===== src/shared/tsb_defs.svh =====
`ifndef TSB_DEFS_SVH
`define TSB_DEFS_SVH

// ----------------------------------------------------------------
// Timing
// ----------------------------------------------------------------
`define TSB_CLK_NS 8
`define TSB_SETTLE_NS 100
`define TSB_SETTLE_CYCLES ((`TSB_SETTLE_NS + `TSB_CLK_NS - 1) / `TSB_CLK_NS)
`define TSB_PULSE_NS 200
`define TSB_PULSE_CYCLES ((`TSB_PULSE_NS + `TSB_CLK_NS - 1) / `TSB_CLK_NS)
`define TSB_DIV4_HALF 2
`define TSB_DIV46_HALF 23

// ----------------------------------------------------------------
// Register map and fields
// ----------------------------------------------------------------
`define TSB_REG_DELAY 8'h00
`define TSB_REG_STATUS 8'h04
`define TSB_RESP_OKAY 2'h0
`define TSB_RESP_SLVERR 2'h2
`define TSB_DELAY_W 8

`endif


===== src/shared/tsb_pkg.sv =====
package tsb_pkg;

    // All state of the bridge, registered as one word
    typedef struct packed {
        logic set_d;
        logic cmd_fwd;
        logic cmd_rew;
        logic cmd_off;
        logic cmd_wre;
        logic cmd_rev;
        logic [7:0] set_cnt;
        logic [7:0] rec_cnt;
        logic [7:0] skew_cnt;
        logic rec_d;
        logic ccr_d;
        logic rsdo_d;
        logic dclk_d;
        logic hclk_d;
        logic [1:0] div4_cnt;
        logic div4_out;
        logic [4:0] div46_cnt;
        logic div46_out;
        logic mid_out;
        logic [8:0] wdata;
        logic [8:0] rdata;
        logic [8:0] rd_out;
        logic lrc_strb;
        logic sd_dly;
        logic [3:0] sd_cnt;
        logic stat_drv;
        logic [3:0] stat;
        logic [2:0] misc;
        logic [2:0] sel;
        logic [1:0] den;
        logic stop;
        logic emd;
        logic aw_got;
        logic [7:0] aw_addr;
        logic w_got;
        logic [31:0] w_data;
        logic [3:0] w_strb;
        logic bvalid;
        logic [1:0] bresp;
        logic rvalid;
        logic [1:0] rresp;
        logic [31:0] rdata_bus;
        logic [7:0] delay_code;
    } tsb_state_t;

endpackage


===== src/logic/tsb_bridge.sv =====
`timescale 1ns/1ps
`include "tsb_defs.svh"

module tsb_bridge
    import tsb_pkg::*;
#(
    parameter int ADDR_W = 8
)
(
    // Clock and reset
    input wire logic core_clk,
    input wire logic nrst,
    // AXI4-Lite slave
    input wire logic [ADDR_W-1:0] s_axi_awaddr,
    input wire logic s_axi_awvalid,
    output logic s_axi_awready,
    input wire logic [31:0] s_axi_wdata,
    input wire logic [3:0] s_axi_wstrb,
    input wire logic s_axi_wvalid,
    output logic s_axi_wready,
    output logic [1:0] s_axi_bresp,
    output logic s_axi_bvalid,
    input wire logic s_axi_bready,
    input wire logic [ADDR_W-1:0] s_axi_araddr,
    input wire logic s_axi_arvalid,
    output logic s_axi_arready,
    output logic [31:0] s_axi_rdata,
    output logic [1:0] s_axi_rresp,
    output logic s_axi_rvalid,
    input wire logic s_axi_rready,
    // Controller bus, active low
    input wire logic controller_set_strobe_n,
    input wire logic reverse_command_n,
    input wire logic [2:0] unit_select_code_n,
    input wire logic [1:0] density_code_n,
    input wire logic halt_command_n,
    input wire logic motion_delay_request_n,
    input wire logic transfer_hold_n,
    input wire logic [8:0] write_char_lines_n,
    input wire logic record_strobe_n,
    input wire logic check_char_ready_n,
    output logic [8:0] read_char_lines_n,
    output logic read_char_strobe_n,
    output logic high_density_write_clock_n,
    output logic mid_density_write_clock_n,
    output logic seven_track_flag_n,
    output logic settling_indication_n,
    output logic unit_ready_indication_n,
    // Controller shared lines, an input and an output each, one common enable
    input wire logic shared_rewind_status_line_in_n,
    input wire logic shared_lock_offline_line_in_n,
    input wire logic shared_tape_end_line_in_n,
    input wire logic shared_tape_start_line_in_n,
    output logic shared_rewind_status_line_out_n,
    output logic shared_lock_offline_line_out_n,
    output logic shared_tape_end_line_out_n,
    output logic shared_tape_start_line_out_n,
    output logic shared_lines_oe_n,
    // Drive bus outputs, active high
    output logic drive_set_pulse,
    output logic forward_line,
    output logic reverse_line,
    output logic rewind_line,
    output logic write_line,
    output logic [2:0] slave_select,
    output logic [1:0] density_select,
    output logic stop_line,
    output logic motion_delay_enable,
    output logic accelerating,
    output logic [8:0] write_data,
    output logic record_pulse,
    output logic check_char_strobe,
    // Drive bus inputs, active high
    input wire logic medium_online,
    input wire logic drive_clock,
    input wire logic host_clock,
    input wire logic [8:0] read_data,
    input wire logic deskewed_read_strobe,
    input wire logic rewind_status,
    input wire logic write_lock_status,
    input wire logic end_of_tape_status,
    input wire logic beginning_of_tape_status,
    input wire logic seven_track,
    input wire logic drive_settling,
    input wire logic drive_unit_ready
);

    // ------------------------------------------------------------
    // Constants and helpers
    // ------------------------------------------------------------
    localparam int PULSE_CYC = `TSB_PULSE_CYCLES;
    localparam int SETTLE_CYC = `TSB_SETTLE_CYCLES;

    // Retriggerable one-shot count
    function automatic logic [7:0] one_shot(input logic trig,
                                            input logic [7:0] cnt);
        if (trig)
            return 8'(PULSE_CYC);
        else if (cnt != 8'h00)
            return cnt - 8'h01;
        else
            return 8'h00;
    endfunction

    // Free divider step: toggle after half counts of input edges
    function automatic logic [5:0] div_step(input logic en,
                                            input logic edge_in,
                                            input logic [4:0] cnt,
                                            input logic out,
                                            input logic [4:0] half);
        if (!en)
            return 6'h00;
        else if (edge_in && (cnt == half - 5'h01))
            return {5'h00, ~out};
        else if (edge_in)
            return {cnt + 5'h01, out};
        else
            return {cnt, out};
    endfunction

    tsb_state_t s;
    tsb_state_t next_s;
    logic set_on;
    logic set_rise;
    logic den556;
    logic wr_ok;
    logic rd_ok;
    logic [5:0] d4;
    logic [5:0] d46;

    assign set_on = ~controller_set_strobe_n;
    assign set_rise = set_on & ~s.set_d;
    assign den556 = ~density_code_n[0] & density_code_n[1];

    // ------------------------------------------------------------
    // Next state
    // ------------------------------------------------------------
    always_comb
    begin
        next_s = s;
        d4 = 6'h00;
        d46 = 6'h00;
        wr_ok = 1'b0;
        rd_ok = 1'b0;
        // Command latch on the leading edge of the set strobe
        next_s.set_d = set_on;
        if (set_rise)
        begin
            next_s.cmd_fwd = ~shared_tape_start_line_in_n;
            next_s.cmd_rew = ~shared_tape_end_line_in_n;
            next_s.cmd_off = ~shared_lock_offline_line_in_n;
            next_s.cmd_wre = ~shared_rewind_status_line_in_n;
            next_s.cmd_rev = ~reverse_command_n;
            next_s.lrc_strb = 1'b0;
        end
        next_s.set_cnt = one_shot(set_rise, s.set_cnt);
        // Control lines converted to drive polarity
        next_s.sel = ~unit_select_code_n;
        next_s.den = ~density_code_n;
        next_s.stop = ~halt_command_n;
        next_s.emd = ~motion_delay_request_n;
        // Settling delayed before it masks rewind status
        if (drive_settling == s.sd_dly)
            next_s.sd_cnt = 4'h0;
        else if (s.sd_cnt == 4'(SETTLE_CYC - 1))
        begin
            next_s.sd_dly = drive_settling;
            next_s.sd_cnt = 4'h0;
        end
        else
            next_s.sd_cnt = s.sd_cnt + 4'h1;
        // Status returned on the shared lines
        next_s.stat_drv = ~set_on & medium_online;
        next_s.stat = {rewind_status & ~s.sd_dly,
                       write_lock_status, end_of_tape_status,
                       beginning_of_tape_status} & {4{medium_online}};
        next_s.misc = {seven_track, drive_settling, drive_unit_ready}
                      & {3{medium_online}};
        // Write path: latch character and fire record pulse
        next_s.rec_d = ~record_strobe_n & medium_online;
        next_s.ccr_d = ~check_char_ready_n & medium_online;
        if (next_s.rec_d && !s.rec_d)
            next_s.wdata = ~write_char_lines_n;
        next_s.rec_cnt = one_shot(next_s.rec_d & ~s.rec_d, s.rec_cnt);
        if (next_s.ccr_d && !s.ccr_d)
        begin
            next_s.lrc_strb = 1'b1;
            next_s.wdata = 9'h000;
        end
        // Read path: latch character and fire read strobe
        next_s.rsdo_d = deskewed_read_strobe & medium_online;
        if (next_s.rsdo_d && !s.rsdo_d)
            next_s.rdata = read_data;
        else if (s.skew_cnt == 8'h01)
            next_s.rdata = 9'h000;
        next_s.skew_cnt = one_shot(next_s.rsdo_d & ~s.rsdo_d,
                                   s.skew_cnt);
        if (s.emd && medium_online)
            next_s.rd_out = {s.delay_code, s.rdata[0]};
        else
            next_s.rd_out = s.rdata;
        // Write clocks from the drive and host clocks
        next_s.dclk_d = drive_clock;
        next_s.hclk_d = host_clock;
        d4 = div_step(medium_online, drive_clock & ~s.dclk_d,
                      {3'h0, s.div4_cnt}, s.div4_out,
                      5'(`TSB_DIV4_HALF));
        next_s.div4_cnt = d4[2:1];
        next_s.div4_out = d4[0];
        d46 = div_step(medium_online, host_clock & ~s.hclk_d,
                       s.div46_cnt, s.div46_out, 5'(`TSB_DIV46_HALF));
        next_s.div46_cnt = d46[5:1];
        next_s.div46_out = d46[0];
        next_s.mid_out = s.div46_out & den556 & medium_online;
        // AXI write channel: address and data in either order
        if (s_axi_awvalid && s_axi_awready)
        begin
            next_s.aw_got = 1'b1;
            next_s.aw_addr = 8'(s_axi_awaddr);
        end
        if (s_axi_wvalid && s_axi_wready)
        begin
            next_s.w_got = 1'b1;
            next_s.w_data = s_axi_wdata;
            next_s.w_strb = s_axi_wstrb;
        end
        if (s.aw_got && s.w_got && !s.bvalid)
        begin
            wr_ok = (s.aw_addr == `TSB_REG_DELAY);
            if (wr_ok && s.w_strb[0])
                next_s.delay_code = s.w_data[7:0];
            next_s.bresp = (wr_ok || s.aw_addr == `TSB_REG_STATUS)
                           ? `TSB_RESP_OKAY : `TSB_RESP_SLVERR;
            next_s.bvalid = 1'b1;
            next_s.aw_got = 1'b0;
            next_s.w_got = 1'b0;
        end
        if (s.bvalid && s_axi_bready)
            next_s.bvalid = 1'b0;
        // AXI read channel
        if (s_axi_arvalid && s_axi_arready)
        begin
            rd_ok = 1'b1;
            next_s.rresp = `TSB_RESP_OKAY;
            case (8'(s_axi_araddr))
                `TSB_REG_DELAY: next_s.rdata_bus = {24'h0, s.delay_code};
                `TSB_REG_STATUS: next_s.rdata_bus = {24'h0, s.lrc_strb,
                    s.sd_dly, medium_online, s.cmd_wre, s.cmd_off,
                    s.cmd_rew, s.cmd_rev, s.cmd_fwd};
                default:
                begin
                    next_s.rdata_bus = 32'h0;
                    next_s.rresp = `TSB_RESP_SLVERR;
                end
            endcase
            next_s.rvalid = rd_ok;
        end
        if (s.rvalid && s_axi_rready)
            next_s.rvalid = 1'b0;
    end

    // State register
    always_ff @(posedge core_clk)
    begin
        if (!nrst)
            s <= '0;
        else
            s <= next_s;
    end

    // ------------------------------------------------------------
    // Outputs
    // ------------------------------------------------------------
    // Bus handshakes
    assign s_axi_awready = ~s.aw_got & ~s.bvalid;
    assign s_axi_wready = ~s.w_got & ~s.bvalid;
    assign s_axi_bvalid = s.bvalid;
    assign s_axi_bresp = s.bresp;
    assign s_axi_arready = ~s.rvalid;
    assign s_axi_rvalid = s.rvalid;
    assign s_axi_rdata = s.rdata_bus;
    assign s_axi_rresp = s.rresp;

    // Drive side
    assign drive_set_pulse = (s.set_cnt != 8'h00);
    assign forward_line = s.cmd_fwd;
    assign rewind_line = s.cmd_rew;
    assign write_line = s.cmd_off | s.cmd_wre;
    assign reverse_line = s.cmd_rev;
    assign slave_select = s.sel;
    assign density_select = s.den;
    assign stop_line = s.stop;
    assign motion_delay_enable = s.emd;
    assign accelerating = s.stat[3] | s.sd_dly & rewind_status;
    assign write_data = s.wdata;
    assign record_pulse = (s.rec_cnt != 8'h00);
    assign check_char_strobe = s.lrc_strb;

    // Controller side, inverted
    // Let go at once when set comes, so latched commands are not status
    assign shared_lines_oe_n = ~s.stat_drv | set_on;
    assign shared_rewind_status_line_out_n = ~s.stat[3];
    assign shared_lock_offline_line_out_n = ~s.stat[2];
    assign shared_tape_end_line_out_n = ~s.stat[1];
    assign shared_tape_start_line_out_n = ~s.stat[0];
    assign seven_track_flag_n = ~s.misc[2];
    assign settling_indication_n = ~s.misc[1];
    assign unit_ready_indication_n = ~s.misc[0];
    assign read_char_lines_n = ~s.rd_out;
    assign read_char_strobe_n = ~(s.skew_cnt != 8'h00);
    assign high_density_write_clock_n = ~s.div4_out;
    assign mid_density_write_clock_n = ~s.mid_out;
endmodule


===== config.mk =====
export PLATFORM = sky130hd
export DESIGN_NAME = tsb_bridge
export DESIGN_NICKNAME = d
export VERILOG_FILES = /design/src/shared/tsb_pkg.sv /design/src/logic/tsb_bridge.sv
export VERILOG_INCLUDE_DIRS = /design/src /design/src/shared
export SDC_FILE = /design/constraint.sdc
export NUM_CORES = 1
export LEC_CHECK = 0
export BUFFER_PORTS_ARGS = -buffer_cell sky130_fd_sc_hd__buf_2
export CORE_MARGIN = 8
export CORE_UTILIZATION = 50
export CTS_CLUSTER_DIAMETER = 200
export CTS_CLUSTER_SIZE = 28
export DETAILED_ROUTE_END_ITERATION = 7
export PLACE_DENSITY = 0.83
export REMOVE_ABC_BUFFERS = 1
export SYNTH_ARGS = -nofsm -noshare
export SYNTH_HDL_FRONTEND = slang
export SYNTH_SLANG_ARGS = --single-unit

===== constraint.sdc =====
create_clock -name core_clk -period 2.4 [get_ports core_clk]
set_input_delay 0.12 -clock core_clk [delete_from_list [all_inputs] [get_ports core_clk]]
set_output_delay 0.12 -clock core_clk [all_outputs]
set_load 0.005 [all_outputs]

# After elaboration in Yosys (flattened, before gate mapping)
# Index checks and enable logic that the tools add are counted.
# Widths: inputs -> output; s select.
word_totals:
  word_cells: 178
  input_bits: 104
  register_bits: 158
classes:
  n_eq_ne: 7
  n_reduce_logical: 40
  n_mux: 16
  bitwise: 63
  add_sub_neg: 6
op_table:
  columns: ["cell", "n"]
  rows:
  - ["$not 1->1", 38]
  - ["$mux 5", 6]
  - ["$mux 9", 3]
  - ["$reduce_bool 8->1", 3]
  - ["$sub 8x1->8 const B", 3]
  - ["$not 9->9", 2]
  - ["$reduce_or 3->1", 6]
  - ["$and 1x1->1", 16]
  - ["$eq 8x3->1 const B", 2]
  - ["$logic_not 8->1", 2]
  - ["$pmux 8 s2", 1]
  - ["$logic_and 1x1->1", 14]
  - ["$reduce_or 2->1", 5]
  - ["$eq 8x1->1 const B", 1]
  - ["$reduce_and 2->1", 3]
  - ["$add 5x1->5 const B", 1]
  - ["$eq 5x5->1 const B", 1]
  - ["$add 4x1->4 const B", 1]
  - ["$and 4x4->4", 1]
  - ["$eq 4x4->1 const B", 1]
  - ["$logic_not 1->1", 4]
  - ["$mux 1", 4]
  - ["$mux 2", 2]
  - ["$reduce_bool 2->1", 2]
  - ["other kinds (8)", 10]

# Logic depth before layout (Yosys ltp)
depth:
  word_depth: 4
  ltp_mapped: 5
  ltp_nobuf: 5

# Worst setup path after synthesis
# OpenSTA, ideal clock, no wires.
synth_timing:
  path_type: "reg2reg"
  start: "register s[163] in the netlist's numbering"
  end: "register s[169] in the netlist's numbering"
  synth_period_minus_slack_ps: 1806
  path_stages_with_launch: 6
  arrival_time_ps: 1736
  path_slack_ps: 594
  path_cell_list: "dfxtp_1 inv_1 ha_1 or4b_4 or4b_2 a21oi_1"
synth_via:
  elab_chain_len: 3
  word_cells_on_any_way: 4
synth_rtl:
  columns: ["item", "line", "source"]
  rows:
  - ["start: declaration", "tsb_bridge.sv:121", "tsb_state_t s;"]
  - ["start signal: assignment", "tsb_bridge.sv:268", "s <= next_s;"]
  - ["branches (longest 3 deep; another with $sub 8x1->8)", null, null]
# Several ways; the timed one is not identified.
# A chain may end at the register's enable or synchronous reset.

# Worst setup path after layout
layout_timing:
  start: "register s[156] in the netlist's numbering"
  end: "output read_char_strobe_n"
layout_via:
  elab_chain_len: 2
layout_rtl:
  columns: ["item", "line", "source"]
  rows:
  - ["$reduce_bool 8->1", "tsb_bridge.sv:310", "assign read_char_strobe_n = ~(s.skew_cnt != 8'h00);"]
  - ["$not 1->1 (no line)", null, null]
  - ["end: declaration", "tsb_bridge.sv:43", "output logic read_char_strobe_n,"]
# Every way passes these cells.

==> impl_results.md <==
- Post-synth EDFFs: 0
- Critical Path AT: 2080 ps
- Clk slew on worst S/H paths: 60 ps
- Util after Layout: 68.8%
- Max Buffers Root-to-Sink: 2
- Max-slew violation count: 0
- Worst slew margin: 38.2%
- Ports: 189
- Hold Path Stages: 4
- Yosys reg bits: 132
- Drt total wl: 15,600 µm
- CP Capture Type: primary output
- Crit Path Class: reg2out
- CTS Root Cell: clkbuf_8
- Placer Congestion: 0.764
- Row count: 38
- Post-synth cell types: 49
- Worst Hold Path EP: s_axi_rdata[5]
- Share of layout cells above drive strength 1: 24.1%
- Final Cycle Share: 91.5%
- Remaining antenna violation count: 0
- Main synth FF type: dfxtp_1
- Full die area: 0.0149 mm²
- Cells after Synth: 624
- DRC errors left: 0
- Largest fanout on the critical path: 5
- Mapped Area: 0.00562 mm²
- Cell family with most CP delay: simple AND/OR/NAND/NOR gates
- Avg Inst Size Synth: 9.01 µm²
- Min-delay src: s_axi_araddr[1]
- Die Ht: 122 µm
- Clk_skew: 8.20 ps
- Peak VDD IR: 503 µV
- YS warnings: 0
- First-pass GRT wire length: 24,300 µm
- Share of the synthesized area in the top cell type: 47.0%
- DRT iter0 DRCs: 236
- Total gr overflow: 0
- Vias in the first global route: 5,144
- Skew-Pair Late Insertion Delay: 530 ps
- Wire length per cell: 16.2 µm
- Maximum clock frequency: 455 MHz
- Total negative slack: 0 ps
- Total GRT Usage: 20.5%
- Largest net degree at the start of global routing: 31
- Worst hold margin: 43.2 ps
- Endpoints failing hold: 0
- Worst R2R End: s[169]
- Detailed placer's ending HPWL: 10,100 µm
- CTS buffer count: 17
- Slew @ Worst Pin: 920 ps
- Slowest-stage cell, CP: or3b_2
- CORE AREA: 0.0109 mm²
- Critical path buffers and inverters: 2
- Clock H-tree levels: 4
- Die width: 122 µm
- Final worst path period need: 2200 ps
- Via density per instance: 5.24
- Final net count: 918
- FF-to-FF Start: s[163]
- Most frequent cell after synthesis: dfxtp_1
- Largest cells by area after synthesis: dfxtp_1, buf_4, mux2i_1, nor2_1, nand2_1
- Area delta synth->final: 33.2%
- Commonest cells post-synth: dfxtp_1, nor2_1, nand2_1
- Total power: 6.72 mW
- I/O Buffers: 134
- RSZ-0062 raised after global routing: false
- Cell taking the most area after synthesis: dfxtp_1
- Seq/Total Area, Yosys: 47.0%
- Initial antenna violation count: 1
- Total clock sinks: 132
- LEAKAGE: 3.19 nW
- Status: completed
- Setup Viol. Count Final: 0
- Internal reg-to-reg setup slack: 460 ps
- CTS tree: done
- Starting Density: 51.6%
- Fill cell count: 822
- Total iterations of the first detailed-routing run: 4
- Vias post-DR: 5,022
- Min-delay worst type: in2reg
- R2R cell count: 5
- Max cap viols: 0
- Ys async rst share: 0%
- Startpoint Class: flop
- Power density cells: 897 mW/mm²
- Worst Path Required: 2280 ps
- Crit-path cells: inv_1, ha_1, or3b_2, nor2_1, buf_2
- Worst path max stage delay: 510 ps
## layout make-up
| class | instances | area (µm²) | share of cell area, % |
|---|---|---|---|
| antenna | 1 | 2.50 | 0.0334 |
| multi-input combinational | 407 | 2480 | 33.2 |
| clock buffer | 23 | 467 | 6.23 |
| inverter | 33 | 124 | 1.65 |
| sequential | 132 | 2640 | 35.3 |
| timing repair buffer | 213 | 1440 | 19.3 |
| clock inverter | 9 | 150 | 2.01 |
| tap | 140 | 175 | 2.34 |
## worst reg2reg max path, cell delays in order, from the launching register on
cell,delay (ps)
dfxtp_1,310
inv_1,80
ha_1,210
or4b_4,520
or4b_2,620
a21oi_1,140
## through the flow
step / setup WS [ps] / instances / cell area, µm²
after floorplan: 478 / 572 / 5240
after global placement: 549 / 854 / 6150
after detailed placement: 484 / 854 / 6150
after CTS: 75.1 / 957 / 7480
after global routing: 84.6 / 958 / 7490
final: 203 / 958 / 7490
## worst max-delay path by stage
stage | depth (start not counted) | to | startpoint
2_1_floorplan | 3 | s[46] | s_axi_bvalid
3_3_place_gp | 5 | s[169] | s[163]
3_5_place_dp | 5 | s[169] | s[163]
4_1_cts | 6 | record_pulse | s[163]
5_1_grt | 6 | record_pulse | s[163]
6_report | 5 | read_char_strobe_n | s[156]
## timing repair
action | in CTS | in global routing
endpoints found under the hold margin | 80 | 0
resized for setup | 0 | 1
hold buffers | 71 | 0
endpoints found under the setup margin | 0 | 1
setup buffers | 0 | 0
## per-layer routing
| layer | part of all wire [%] | global-route usage [%] | vias up |
|---|---|---|---|
| met4 | 3.6 | 11.0 | 0 |
| met5 | 0 | 0 | - |
| met3 | 6.2 | 6.43 | 46 |
| met2 | 53 | 37.2 | 187 |
| met1 | 37 | 20.5 | 2369 |
| li1 | - | - | 2420 |
## power by group
group          switching [mW]  leakage (nW)  internal, mW
logic                   0.703          1.81         0.665
registers               0.219          1.08          2.42
clock network           0.944         0.298          1.77
## state kept, by name, indices dropped and copies added (netlist names)
signal and count:
s 100, write_data 9, s_axi_rdata 8, slave_select 3, density_select 2, check_char_strobe 1
forward_line 1, motion_delay_enable 1, reverse_line 1, rewind_line 1, s_axi_bresp 1, s_axi_bvalid 1
s_axi_rresp 1, s_axi_rvalid 1, stop_line 1
## cell usage in the layout (no fill, tap or decap), types with 3 or more instances in the layout
cell type / synthesis / layout
buf_2: 1 / 134
dfxtp_1: 132 / 132
dlygate4sd3_1: 0 / 71
nor2_1: 62 / 62
nand2_1: 56 / 56
a21oi_1: 35 / 35
inv_1: 32 / 32
mux2i_1: 29 / 29
conb_1: 1 / 26
nand3_1: 21 / 21
a211oi_1: 18 / 18
clkbuf_16: 0 / 16
o21ai_0: 15 / 15
nor3_1: 10 / 10
ha_1: 10 / 10
or3_1: 9 / 9
o22ai_1: 9 / 9
nor2b_1: 9 / 8
nand2b_1: 8 / 8
mux2_2: 8 / 8
nand4_1: 8 / 8
and3_1: 8 / 8
buf_4: 50 / 8
or4_1: 7 / 7
xnor2_1: 7 / 7
nor3b_1: 8 / 6
or3b_2: 5 / 5
nand3b_1: 5 / 5
o31ai_1: 4 / 4
xor2_1: 4 / 4
clkbuf_8: 0 / 4
bufinv_16: 0 / 4
nand4b_1: 3 / 3
and2_1: 3 / 3
clkinv_2: 0 / 3
clkbuf_1: 22 / 3
## logic make-up (layout without fill, tap and decap cells)
family / count (synthesis) / count (layout) / synth area share [%]
compound gates: 88 / 88 / 9.37
xor+xnor: 11 / 11 / 1.71
fa+ha+maj: 10 / 10 / 2.23
buf+inv: 110 / 278 / 10.7
flops: 132 / 132 / 47.0
mux: 37 / 37 / 6.76
other cells: 1 / 27 / 0.0667
simple gates: 235 / 235 / 22.2
Note: power is estimated with default switching activity, not from simulation.
